<file path="config.mk">
export PLATFORM = sky130hd
export DESIGN_NAME = pcs_core
export DESIGN_NICKNAME = d
export VERILOG_FILES = /design/src/pcs_pkg.sv /design/src/pcs_core.sv
export VERILOG_INCLUDE_DIRS = /design/src
export SDC_FILE = /design/constraint.sdc
export NUM_CORES = 1
export LEC_CHECK = 0
export ABC_AREA = 1
export BUFFER_PORTS_ARGS = -buffer_cell sky130_fd_sc_hd__buf_4
export CORE_MARGIN = 2
export CORE_UTILIZATION = 50
export CTS_CLUSTER_SIZE = 24
export DETAILED_ROUTE_END_ITERATION = 10
export PLACE_DENSITY = 0.71
export SYNTH_ARGS = -nofsm -noshare
export SYNTH_HDL_FRONTEND = slang
export SYNTH_SLANG_ARGS = --single-unit
export TNS_END_PERCENT = 50
</file>
<file path="constraint.sdc">
create_clock -name hclk -period 4.6 [get_ports hclk]
set_input_delay 0.69 -clock hclk [delete_from_list [all_inputs] [get_ports hclk]]
set_output_delay 0.69 -clock hclk [all_outputs]
set_load 0.01 [all_outputs]
</file>
<file path="src/pcs_params.svh">
// Constants for the program counter sequencing and link state block.
`ifndef PCS_PARAMS_SVH
`define PCS_PARAMS_SVH
`define PCS_ADDR_CTRL 32'h0000_0000
`define PCS_ADDR_STAT 32'h0000_0004
`define PCS_ADDR_IRQ_STAT 32'h0000_0008
`define PCS_ADDR_IRQ_MASK 32'h0000_000c
`define PCS_ADDR_RESET_PC 32'h0000_0010
`define PCS_ADDR_EXC_VEC 32'h0000_0014
`define PCS_ADDR_LINK 32'h0000_0018
`define PCS_CTRL_FR_BIT 0
`define PCS_STAT_LL_BIT 0
`define PCS_STAT_ISA_BIT 1
`define PCS_STAT_DS_BIT 2
`define PCS_STAT_FRM_BIT 3
`define PCS_IRQ_EXC_BIT 0
`define PCS_IRQ_SCFAIL_BIT 1
`define PCS_IRQ_W 2
`define PCS_PC_STEP_CMP 32'h0000_0002
`define PCS_PC_STEP_STD 32'h0000_0004
`define PCS_RESET_PC 32'h0000_0000
`define PCS_EXC_VEC 32'h0000_0180
`endif

</file>
<file path="src/pcs_pkg.sv">
// Types for the program counter sequencing and link state block.
package pcs_pkg;
   typedef enum logic [2:0] {
      PCS_OP_PLAIN,
      PCS_OP_BRANCH,
      PCS_OP_LINKED_LOAD,
      PCS_OP_COND_STORE,
      PCS_OP_STORE,
      PCS_OP_ERET
   } pcs_op_t;
endpackage : pcs_pkg

</file>
<file path="src/pcs_core.sv">
// Program counter sequencing, link reservation and mode state with an AHB-Lite register slave.
//
// Added by the designer: the AHB-Lite interface to the registers and the address map.
`timescale 1ns/10ps
`default_nettype none
`include "pcs_params.svh"
// Notes on behaviour
// [RULE1] Without a pc write, pc steps by 2 after compressed, else 4.
// [RULE2] A taken branch loads its target during the delay-slot instruction.
// [RULE3] The pc is a full 32-bit address, all bits used for fetch.
// [RULE4] One selector bit: 0 picks 32-bit, 1 picks compressed encodings.
// [RULE5] Link and exception entry store upper pc bits joined with the selector.
// [RULE6] A linked load sets the reservation flag.
// [RULE7] A conditional store succeeds only while the reservation flag is set.
// [RULE8] A store to the reserved location clears the reservation flag.
// [RULE9] Every exception return clears the reservation flag.
// [RULE10] Width select clear: 32x32 registers in pairs; set: 32x64 registers.
// [RULE11] The delay-slot flag follows dynamic execution, false at branch targets.
// [RULE12] An excepting instruction has no further effects and does not resume.
// [RULE13] An instruction's effects land in order within its own instruction time.
// [RULE14] Reset clears the reservation flag so early conditional stores fail.
module pcs_core (
   // Clock and reset.
   input wire logic hclk,
   input wire logic hresetn,
   // AHB-Lite slave.
   input wire logic hsel,
   input wire logic [31:0] haddr,
   input wire logic [1:0] htrans,
   input wire logic hwrite,
   input wire logic [2:0] hsize,
   input wire logic [31:0] hwdata,
   input wire logic hready,
   output logic [31:0] hrdata,
   output logic hreadyout,
   output logic hresp,
   // Retire stream from the pipeline.
   input wire logic retire_valid,
   input wire pcs_pkg::pcs_op_t retire_op,
   input wire logic retire_compressed,
   input wire logic branch_taken,
   input wire logic [31:0] branch_target,
   input wire logic branch_link,
   input wire logic target_isa,
   input wire logic [31:0] eret_target,
   input wire logic raise_exception,
   input wire logic [31:0] mem_addr,
   // Sequencing state.
   output logic [31:0] fetch_pc,
   output logic instruction_set_selector,
   output logic in_delay_slot_flag,
   output logic link_reservation_flag,
   output logic fpr_width_mode,
   output logic link_write,
   output logic [31:0] link_value,
   output logic sc_success,
   output logic sc_done,
   output logic exception_taken,
   output logic irq
);
   import pcs_pkg::*;

   logic [31:0] pc_q, pc_d;
   logic isa_q, isa_d;
   logic ds_q, ds_d;
   logic pend_q, pend_d;
   logic [31:0] tgt_q, tgt_d;
   logic tisa_q, tisa_d;
   logic ll_q, ll_d;
   logic [31:0] lladdr_q, lladdr_d;
   logic lw_q, lw_d;
   logic [31:0] lv_q, lv_d;
   logic scs_q, scs_d;
   logic scd_q, scd_d;
   logic exc_q, exc_d;
   logic [31:0] step;
   logic [31:0] ret_pc;

   // Register file state.
   logic fr_q, fr_d;
   logic [`PCS_IRQ_W-1:0] ist_q, ist_d, imask_q, imask_d;
   logic [31:0] rpc_q, rpc_d, evec_q, evec_d;
   logic [31:0] rdata_q, rdata_d;
   logic wpend_q, wpend_d;
   logic [31:0] waddr_q, waddr_d;
   logic [`PCS_IRQ_W-1:0] ev;

   // Returns the link value: upper pc bits with the selector in bit 0.
   function automatic logic [31:0] pcs_link(input logic [31:0] pc, input logic isa);
      pcs_link = {pc[31:1], isa};
   endfunction : pcs_link

   assign step = retire_compressed ? `PCS_PC_STEP_CMP : `PCS_PC_STEP_STD; // RULE1
   // Return address lies beyond the delay slot.
   assign ret_pc = pc_q + `PCS_PC_STEP_STD + step;

   // Next-state logic for the one instruction that may retire in each cycle.
   always_comb begin
      pc_d = pc_q;
      isa_d = isa_q;
      ds_d = ds_q;
      pend_d = pend_q;
      tgt_d = tgt_q;
      tisa_d = tisa_q;
      ll_d = ll_q;
      lladdr_d = lladdr_q;
      lw_d = 1'b0;
      lv_d = lv_q;
      scs_d = 1'b0;
      scd_d = 1'b0;
      exc_d = 1'b0;
      ev = '0;
      if (retire_valid) begin
         if (raise_exception) begin
            // Nothing else of this instruction takes effect.
            // The reservation survives an exception; a return, a conditional store or a store to the reserved word clears it.
            pc_d = evec_q; // RULE12
            pend_d = 1'b0;
            ds_d = 1'b0;
            isa_d = 1'b0;
            exc_d = 1'b1;
            ev[`PCS_IRQ_EXC_BIT] = 1'b1;
            lw_d = 1'b1;
            lv_d = pcs_link(pc_q, isa_q); // RULE5
         end else begin
            // Effects applied in program order within this instruction time.
            unique case (retire_op) // RULE13
               PCS_OP_LINKED_LOAD: begin
                  ll_d = 1'b1; // RULE6
                  lladdr_d = mem_addr;
               end
               PCS_OP_COND_STORE: begin
                  // A conditional store always drops the reservation, pass or fail.
                  scd_d = 1'b1;
                  scs_d = ll_q; // RULE7
                  ev[`PCS_IRQ_SCFAIL_BIT] = ~ll_q;
                  ll_d = 1'b0;
               end
               PCS_OP_STORE: begin
                  // Any store into the reserved word breaks the atomic sequence.
                  if (mem_addr[31:2] == lladdr_q[31:2]) begin
                     ll_d = 1'b0; // RULE8
                  end
               end
               PCS_OP_ERET: begin
                  ll_d = 1'b0; // RULE9
               end
               PCS_OP_BRANCH: begin
                  if (branch_link) begin
                     lw_d = 1'b1;
                     lv_d = pcs_link(ret_pc, isa_q); // RULE5
                  end
               end
               PCS_OP_PLAIN: begin
               end
               default: begin
               end
            endcase
            if (retire_op == PCS_OP_ERET) begin
               pc_d = eret_target;
               isa_d = eret_target[0];
               ds_d = 1'b0;
               pend_d = 1'b0;
            end else if (pend_q) begin
               // The delay-slot instruction is the one that redirects the pc.
               pc_d = tgt_q; // RULE2
               isa_d = tisa_q; // RULE4
               pend_d = 1'b0;
               ds_d = 1'b0; // RULE11
            end else begin
               pc_d = pc_q + step; // RULE1
               ds_d = 1'b0;
            end
            // A branch in the delay slot of a taken branch starts no new redirect.
            if (retire_op == PCS_OP_BRANCH && branch_taken && !pend_q) begin
               pend_d = 1'b1;
               tgt_d = branch_target;
               tisa_d = target_isa;
            end
            // Next instruction is a delay slot only if this one is a branch.
            if (retire_op == PCS_OP_BRANCH && !pend_q) begin
               ds_d = 1'b1; // RULE11
            end
         end
      end
   end

   // Reset leaves the reservation clear so an early conditional store fails.
   always_ff @(posedge hclk or negedge hresetn) begin
      if (!hresetn) begin
         pc_q <= `PCS_RESET_PC;
         isa_q <= 1'b0;
         ds_q <= 1'b0;
         pend_q <= 1'b0;
         tgt_q <= 32'h0000_0000;
         tisa_q <= 1'b0;
         ll_q <= 1'b0; // RULE14
         lladdr_q <= 32'h0000_0000;
         lw_q <= 1'b0;
         lv_q <= 32'h0000_0000;
         scs_q <= 1'b0;
         scd_q <= 1'b0;
         exc_q <= 1'b0;
      end else begin
         pc_q <= pc_d;
         isa_q <= isa_d;
         ds_q <= ds_d;
         pend_q <= pend_d;
         tgt_q <= tgt_d;
         tisa_q <= tisa_d;
         ll_q <= ll_d;
         lladdr_q <= lladdr_d;
         lw_q <= lw_d;
         lv_q <= lv_d;
         scs_q <= scs_d;
         scd_q <= scd_d;
         exc_q <= exc_d;
      end
   end

   // Bus slave: zero wait states, write data taken in the data phase.
   // Only whole words are decoded; the transfer size is not looked at.
   logic req;
   assign req = hsel && htrans[1] && hready;

   always_comb begin
      fr_d = fr_q;
      imask_d = imask_q;
      rpc_d = rpc_q;
      evec_d = evec_q;
      rdata_d = rdata_q;
      wpend_d = req && hwrite;
      waddr_d = req ? haddr : waddr_q;
      ist_d = ist_q;
      if (wpend_q) begin
         unique case (waddr_q)
            `PCS_ADDR_CTRL: fr_d = hwdata[`PCS_CTRL_FR_BIT];
            `PCS_ADDR_IRQ_STAT: ist_d = ist_q & ~hwdata[`PCS_IRQ_W-1:0];
            `PCS_ADDR_IRQ_MASK: imask_d = hwdata[`PCS_IRQ_W-1:0];
            `PCS_ADDR_RESET_PC: rpc_d = hwdata;
            `PCS_ADDR_EXC_VEC: evec_d = hwdata;
            default: begin
            end
         endcase
      end
      // New events win over a clear in the same cycle.
      ist_d = ist_d | ev;
      // Read data is taken from the next register values, so a read right after
      // a write to the same register already returns the newly written value.
      if (req && !hwrite) begin
         unique case (haddr)
            `PCS_ADDR_CTRL: rdata_d = {31'h0, fr_d};
            `PCS_ADDR_STAT: rdata_d = {28'h0, fr_d, ds_q, isa_q, ll_q};
            `PCS_ADDR_IRQ_STAT: rdata_d = {30'h0, ist_d};
            `PCS_ADDR_IRQ_MASK: rdata_d = {30'h0, imask_d};
            `PCS_ADDR_RESET_PC: rdata_d = rpc_d;
            `PCS_ADDR_EXC_VEC: rdata_d = evec_d;
            `PCS_ADDR_LINK: rdata_d = lv_q;
            default: rdata_d = 32'h0000_0000;
         endcase
      end
   end

   always_ff @(posedge hclk or negedge hresetn) begin
      if (!hresetn) begin
         fr_q <= 1'b0;
         ist_q <= '0;
         imask_q <= '0;
         rpc_q <= `PCS_RESET_PC;
         evec_q <= `PCS_EXC_VEC;
         rdata_q <= 32'h0000_0000;
         wpend_q <= 1'b0;
         waddr_q <= 32'h0000_0000;
      end else begin
         fr_q <= fr_d;
         ist_q <= ist_d;
         imask_q <= imask_d;
         rpc_q <= rpc_d;
         evec_q <= evec_d;
         rdata_q <= rdata_d;
         wpend_q <= wpend_d;
         waddr_q <= waddr_d;
      end
   end

   assign hrdata = rdata_q;
   // The slave never stalls and always answers OKAY.
   assign hreadyout = 1'b1;
   assign hresp = 1'b0;
   assign fetch_pc = pc_q; // RULE3
   assign instruction_set_selector = isa_q; // RULE4
   assign in_delay_slot_flag = ds_q;
   assign link_reservation_flag = ll_q;
   assign fpr_width_mode = fr_q; // RULE10
   assign link_write = lw_q;
   assign link_value = lv_q;
   assign sc_success = scs_q;
   assign sc_done = scd_q;
   assign exception_taken = exc_q;
   // Level interrupt, high while any unmasked status bit is set.
   assign irq = |(ist_q & imask_q);
endmodule : pcs_core
`default_nettype wire

</file>
## Word level (Yosys, flattened, before mapping)

Cells that the tools add are included.

| storage, ports and cells | value |
|---|---|
| bits in writable memories | 0 |
| bits in read-only memories | 0 |
| memories kept | 0 |
| register bits | 271 |
| bits of input ports | 179 |
| latch bits | 0 |
| word-level logic and storage cells | 111 |
| output and inout bits | 107 |

| cells by class | value |
|---|---|
| eq/ne operators | 17 |
| bitwise operators | 6 |
| divide/modulo/power cells | 0 |
| mux-type cells | 42 |
| multipliers | 0 |
| reduce and logical (&&, ||, !) cells | 22 |
| add/sub/neg operators | 3 |
| $lt $le $gt $ge | 0 |
| shift operators | 0 |

Operators by type and width:

| cell | count |
|---|---|
| $mux 32 | 10 |
| $pmux 32 s7 | 1 |
| $eq 32x5->1 const B | 5 |
| $eq 32x4->1 const B | 4 |
| $add 32x3->32 | 2 |
| $logic_not 32->1 | 2 |
| $add 32x3->32 const B | 1 |
| $eq 32x3->1 const B | 1 |
| $eq 30x30->1 | 1 |
| $mux 1 | 24 |
| $mux 2 | 5 |
| $reduce_and 3->1 | 3 |
| $logic_and 1x1->1 | 7 |
| $eq 3x2->1 const B | 2 |
| $eq 3x3->1 const B | 2 |
| $reduce_bool 3->1 | 2 |
| $and 2x2->2 | 2 |
| $reduce_and 4->1 | 1 |
| $reduce_bool 2->1 | 2 |
| $reduce_or 2->1 | 2 |
| $eq 3x1->1 const B | 1 |
| $mux 3 | 1 |
| $pmux 1 s3 | 1 |
| $logic_not 1->1 | 2 |
| other kinds (5) | 6 |

## Longest topological paths before layout

| depth | value |
|---|---|
| depth in word-level cells | 6 |
| gate-level depth with buffers | 15 |
| depth with buffers taken out | 15 |

## Worst setup path before layout

Ideal clock, no wire load.

| timing path | value |
|---|---|
| path kind | input port to flip-flop |
| start | in retire_compressed |
| end | reg lv_q[18], in the netlist link_value[18] |
| stages on the path | 14 |
| required time | 4,517 ps |
| path buffers | 0 |
| setup time | 83 ps |
| setup slack | 1,866 ps |
| arrival time | 2,652 ps |
| path through | inv_1 > ha_1 > inv_1 > ha_1 > inv_1 > fa_1 > nor2_1 > nand2_1 > nor2_1 > inv_1 > nor2_1 > nand3_1 > xor2_1 > o21ai_0 |

| on the way | value |
|---|---|
| cells in the longest elaborated chain, start to end | 5 |

RTL lines:

| item | line | RTL |
|---|---|---|
| start: declaration | pcs_core.sv:40 | `input wire logic retire_compressed,` |
| $mux 3 (no line) | - |  |
| $add 32x3->32 | pcs_core.sv:95 | `` assign ret_pc = pc_q + `PCS_PC_STEP_STD + step; `` |
| $mux 32 | pcs_core.sv:149 | `if (branch_link) begin` |
| $mux 32 | pcs_core.sv:127 | `unique case (retire_op)` |
| $mux 32 | pcs_core.sv:114 | `if (raise_exception) begin` |
| end signal: assignment | pcs_core.sv:214 | `lv_q <= lv_d;` |
| end: declaration | pcs_core.sv:72 | `logic [31:0] lv_q, lv_d;` |

No other way between the ends. The select of a mux whose other input is x is not followed.
A chain may end at the register's enable or synchronous reset.

## Worst setup path after layout

| timing path | value |
|---|---|
| start | reg pc_q[2], in the netlist fetch_pc[2] |
| end | reg lv_q[16], in the netlist link_value[16] |

| on the way | value |
|---|---|
| cells in the longest elaborated chain, start to end | 5 |

RTL lines:

| item | line | RTL |
|---|---|---|
| start: declaration | pcs_core.sv:63 | `logic [31:0] pc_q, pc_d;` |
| start signal: assignment | pcs_core.sv:191 | `` pc_q <= `PCS_RESET_PC; `` |
| start signal: assignment | pcs_core.sv:205 | `pc_q <= pc_d;` |
| $add 32x3->32 (no line) | - |  |
| $add 32x3->32 | pcs_core.sv:95 |  |
| $mux 32 | pcs_core.sv:149 |  |
| $mux 32 | pcs_core.sv:127 |  |
| $mux 32 | pcs_core.sv:114 |  |

No other way between the ends. The select of a mux whose other input is x is not followed.

==> reports/metrics.csv <==
metric,value,unit
p_leak,8.55,nW
async_flop_share,100,%
syn_to_final_growth,23.5,%
hp-class,input pin to async pin,
cts_tree,done,
layout-drive-gt1-share,23.4,%
grt_max_degree,118,
pwr-share-clk,36.8,%
cp_max_fo,4,
finalNonFillerCells,2371,
antenna_found_initial,0,
status,completed,
fin_setup_tns,0,ns
num_io_pins,286,
place_area,16300,um^2
start_util,50.6,%
diodes,0,
p_sw,1.71,mW
synth_area_leaders,"dfrtp_1, nand2_1, nor2_1",
postRouteWirelength,41500,um
wl_per_cell,17.5,um
clk_pin_slew,0.06,ns
synth_edf_count,0,
chipHeight,171,um
h-tree-depth,1,
p_int,4.50,mW
post_cts_resized,0,
placed_cells,2317,
synthFlopType,dfrtp_1,
grt_pass1_vias,11800,
die_w,171,um
fmax,348,MHz
gp_congestion,0.939,
syn_area,14000,um^2
postCtsSetupBuffers,0,
finalCritPeriodShare,62.6,%
reg2reg_to,link_value[16],
avgSynthCellArea,8.13,um^2
num_rows,61,
yosysTopAreaCell,dfrtp_1,
r2r_cells,13,
dp_hpwl,31300,um
crit_required,5.06,ns
crit_path_end_kind,register,
drt_iter0_drc,1158,
fin_crit,2.88,ns
rsz0062_at_grt,no,
arrival,3.33,ns
skew,0.0112,ns
comb_power_share,16.9,%
cts_sinks,269,
final_area,17300,um^2
overflow,0,
cp-start-kind,register,
drtAntennaViolNets,0,
tightest_slew,1.15,ns
portBuffers,277,
power_density,360,nW/um^2
die-area,29300,um^2
max-cap-violations,0,
seq_area_frac_synth,48.2,%
root_buffer,clkbuf_16,
cts_hold_buf,0,
final_hold_viol_count,0,
grtUsageTotal,28.3,%
synthTopCellsByCount,"nand2_1, dfrtp_1, nor2_1",
fin_nets,2156,
vias_per_cell,5.18,
crit_start,fetch_pc[2],
dr.pass1.iters,5,
worst_r2r_startpoint,fetch_pc[2],
clkLatencyLatePin,0.54,ns
grt_pass1_wl,64500,um
holdWs,0.210,ns
p_seq_share,46.4,%
numCtsBuffers,29,
drc_errors,0,
syn_nets,1905,
switching_share,27.6,%
regToRegSetupSlack,1.72,ns
crit_type,register to register,
setup_viol,0,
synth_top_cell_area_share,47.8,%
relSlewSlack,23.3,%
vias,12300,
ys_seq_elements,269,
fillers,2500,
coreArea,27600,um^2
ir_drop,0.000417,V
post-route-util,62.5,%
yosysMostFrequentCell,nand2_1,
syn_inst,1719,
cts_buffer_depth,3,
yosysUniqueCellTypes,50,
drv_slew,0,
yosys_warnings,0,
[logic make-up after synthesis]
kind of cell               synth area share [%]
other                                    0.0537
adders and majority gates                 0.734
AOI/OAI and AO/OA                          6.43
DFF                                        48.2
muxes                                      6.04
xor gates and xnor gates                   4.39
buffers and inverters                      6.00
and+or+nand+nor                            28.2
[cells in the final DEF, fill, tap and decap left out, types with 3 or more instances in the layout]
cell type	n
inv_1	123
clkbuf_16	29
nand2_2	3
buf_4	289
nor2_1	219
o211ai_1	10
a31oi_1	4
mux2_2	73
nor3_1	13
o22ai_1	10
nand3_2	3
o21ai_1	19
and2_1	7
clkbuf_8	8
nor2_4	3
nand3_1	111
xor2_1	44
nand2_1	507
inv_2	4
a21o_1	4
ha_1	5
o221ai_1	7
clkbuf_1	12
dfrtp_1	267
xnor2_1	26
clkinv_1	3
nor2_2	35
a21oi_1	13
o21ai_0	83
nand4_1	21
[layer usage]
metal	wire length [um]	share of wire, %	GRT usage (%)
met1	19300	46	42.8
met2	18000	43	42.8
met3	3120	7.5	4.03
met4	1120	2.7	7.44
met5	0	0	0
[layout make-up]
| type | count | area (um^2) | share of cell area, % |
|---|---|---|---|
| clock buffers | 49 | 881 | 5.10 |
| clock inverters | 5 | 56.3 | 0.326 |
| inverters | 131 | 494 | 2.86 |
| multi-input cells | 1248 | 6430 | 37.2 |
| flip-flops and latches | 269 | 6730 | 39.0 |
| well taps | 378 | 473 | 2.74 |
| repair buffers | 291 | 2200 | 12.8 |
[state kept, by name (all words and copies together) (netlist names)]
register and flops:
in_delay_slot_flag 1, exception_taken 1, sc_done 1, evec_q 32
wpend_q 1, fpr_width_mode 1, tgt_q 32, instruction_set_selector 1
tisa_q 1, pend_q 1, lladdr_q 30, rpc_q 32
link_value 32, hrdata 32, fetch_pc 32, sc_success 1
waddr_q 32, ist_q 2, link_write 1, link_reservation_flag 1
imask_q 2
[stage by stage]
stage,setup slack [ns],total power [mW]
final,1.72,6.21
after global routing,1.47,6.50
after CTS,1.72,6.25
after detailed placement,1.30,3.96
after global placement,1.35,3.93
after floorplan,1.87,3.42
[worst max-delay path, stage by stage (launching register included)]
cell and delay (ns):
dfrtp_1 0.41, ha_1 0.31, inv_1 0.06, ha_1 0.16
inv_1 0.06, fa_1 0.37, nor2_1 0.24, nand2_1 0.15
nor2_1 0.19, inv_1 0.10, nor2_1 0.31, nand2_1 0.13
xor2_1 0.16, o21ai_0 0.15
[power groups by stage]
stage	Sequential, mW	Combinational [mW]	Clock [mW]
6_report	2.88	1.05	2.28
2_1_floorplan	2.88	0.546	0
4_1_cts	2.87	1.05	2.32
3_3_place_gp	2.90	1.03	0
5_1_grt	2.91	1.16	2.42
3_5_place_dp	2.92	1.05	0
[how the worst max path moves through the flow]
stage	end	slack, ns	depth (start not counted)
floorplan	link_value[18]	1.87	14
global placement	link_value[25]	1.35	6
detailed placement	link_value[17]	1.30	6
CTS	link_value[16]	1.72	13
global route	link_value[16]	1.47	13
finish	link_value[16]	1.72	13
Power figures use the tool's default switching activity.
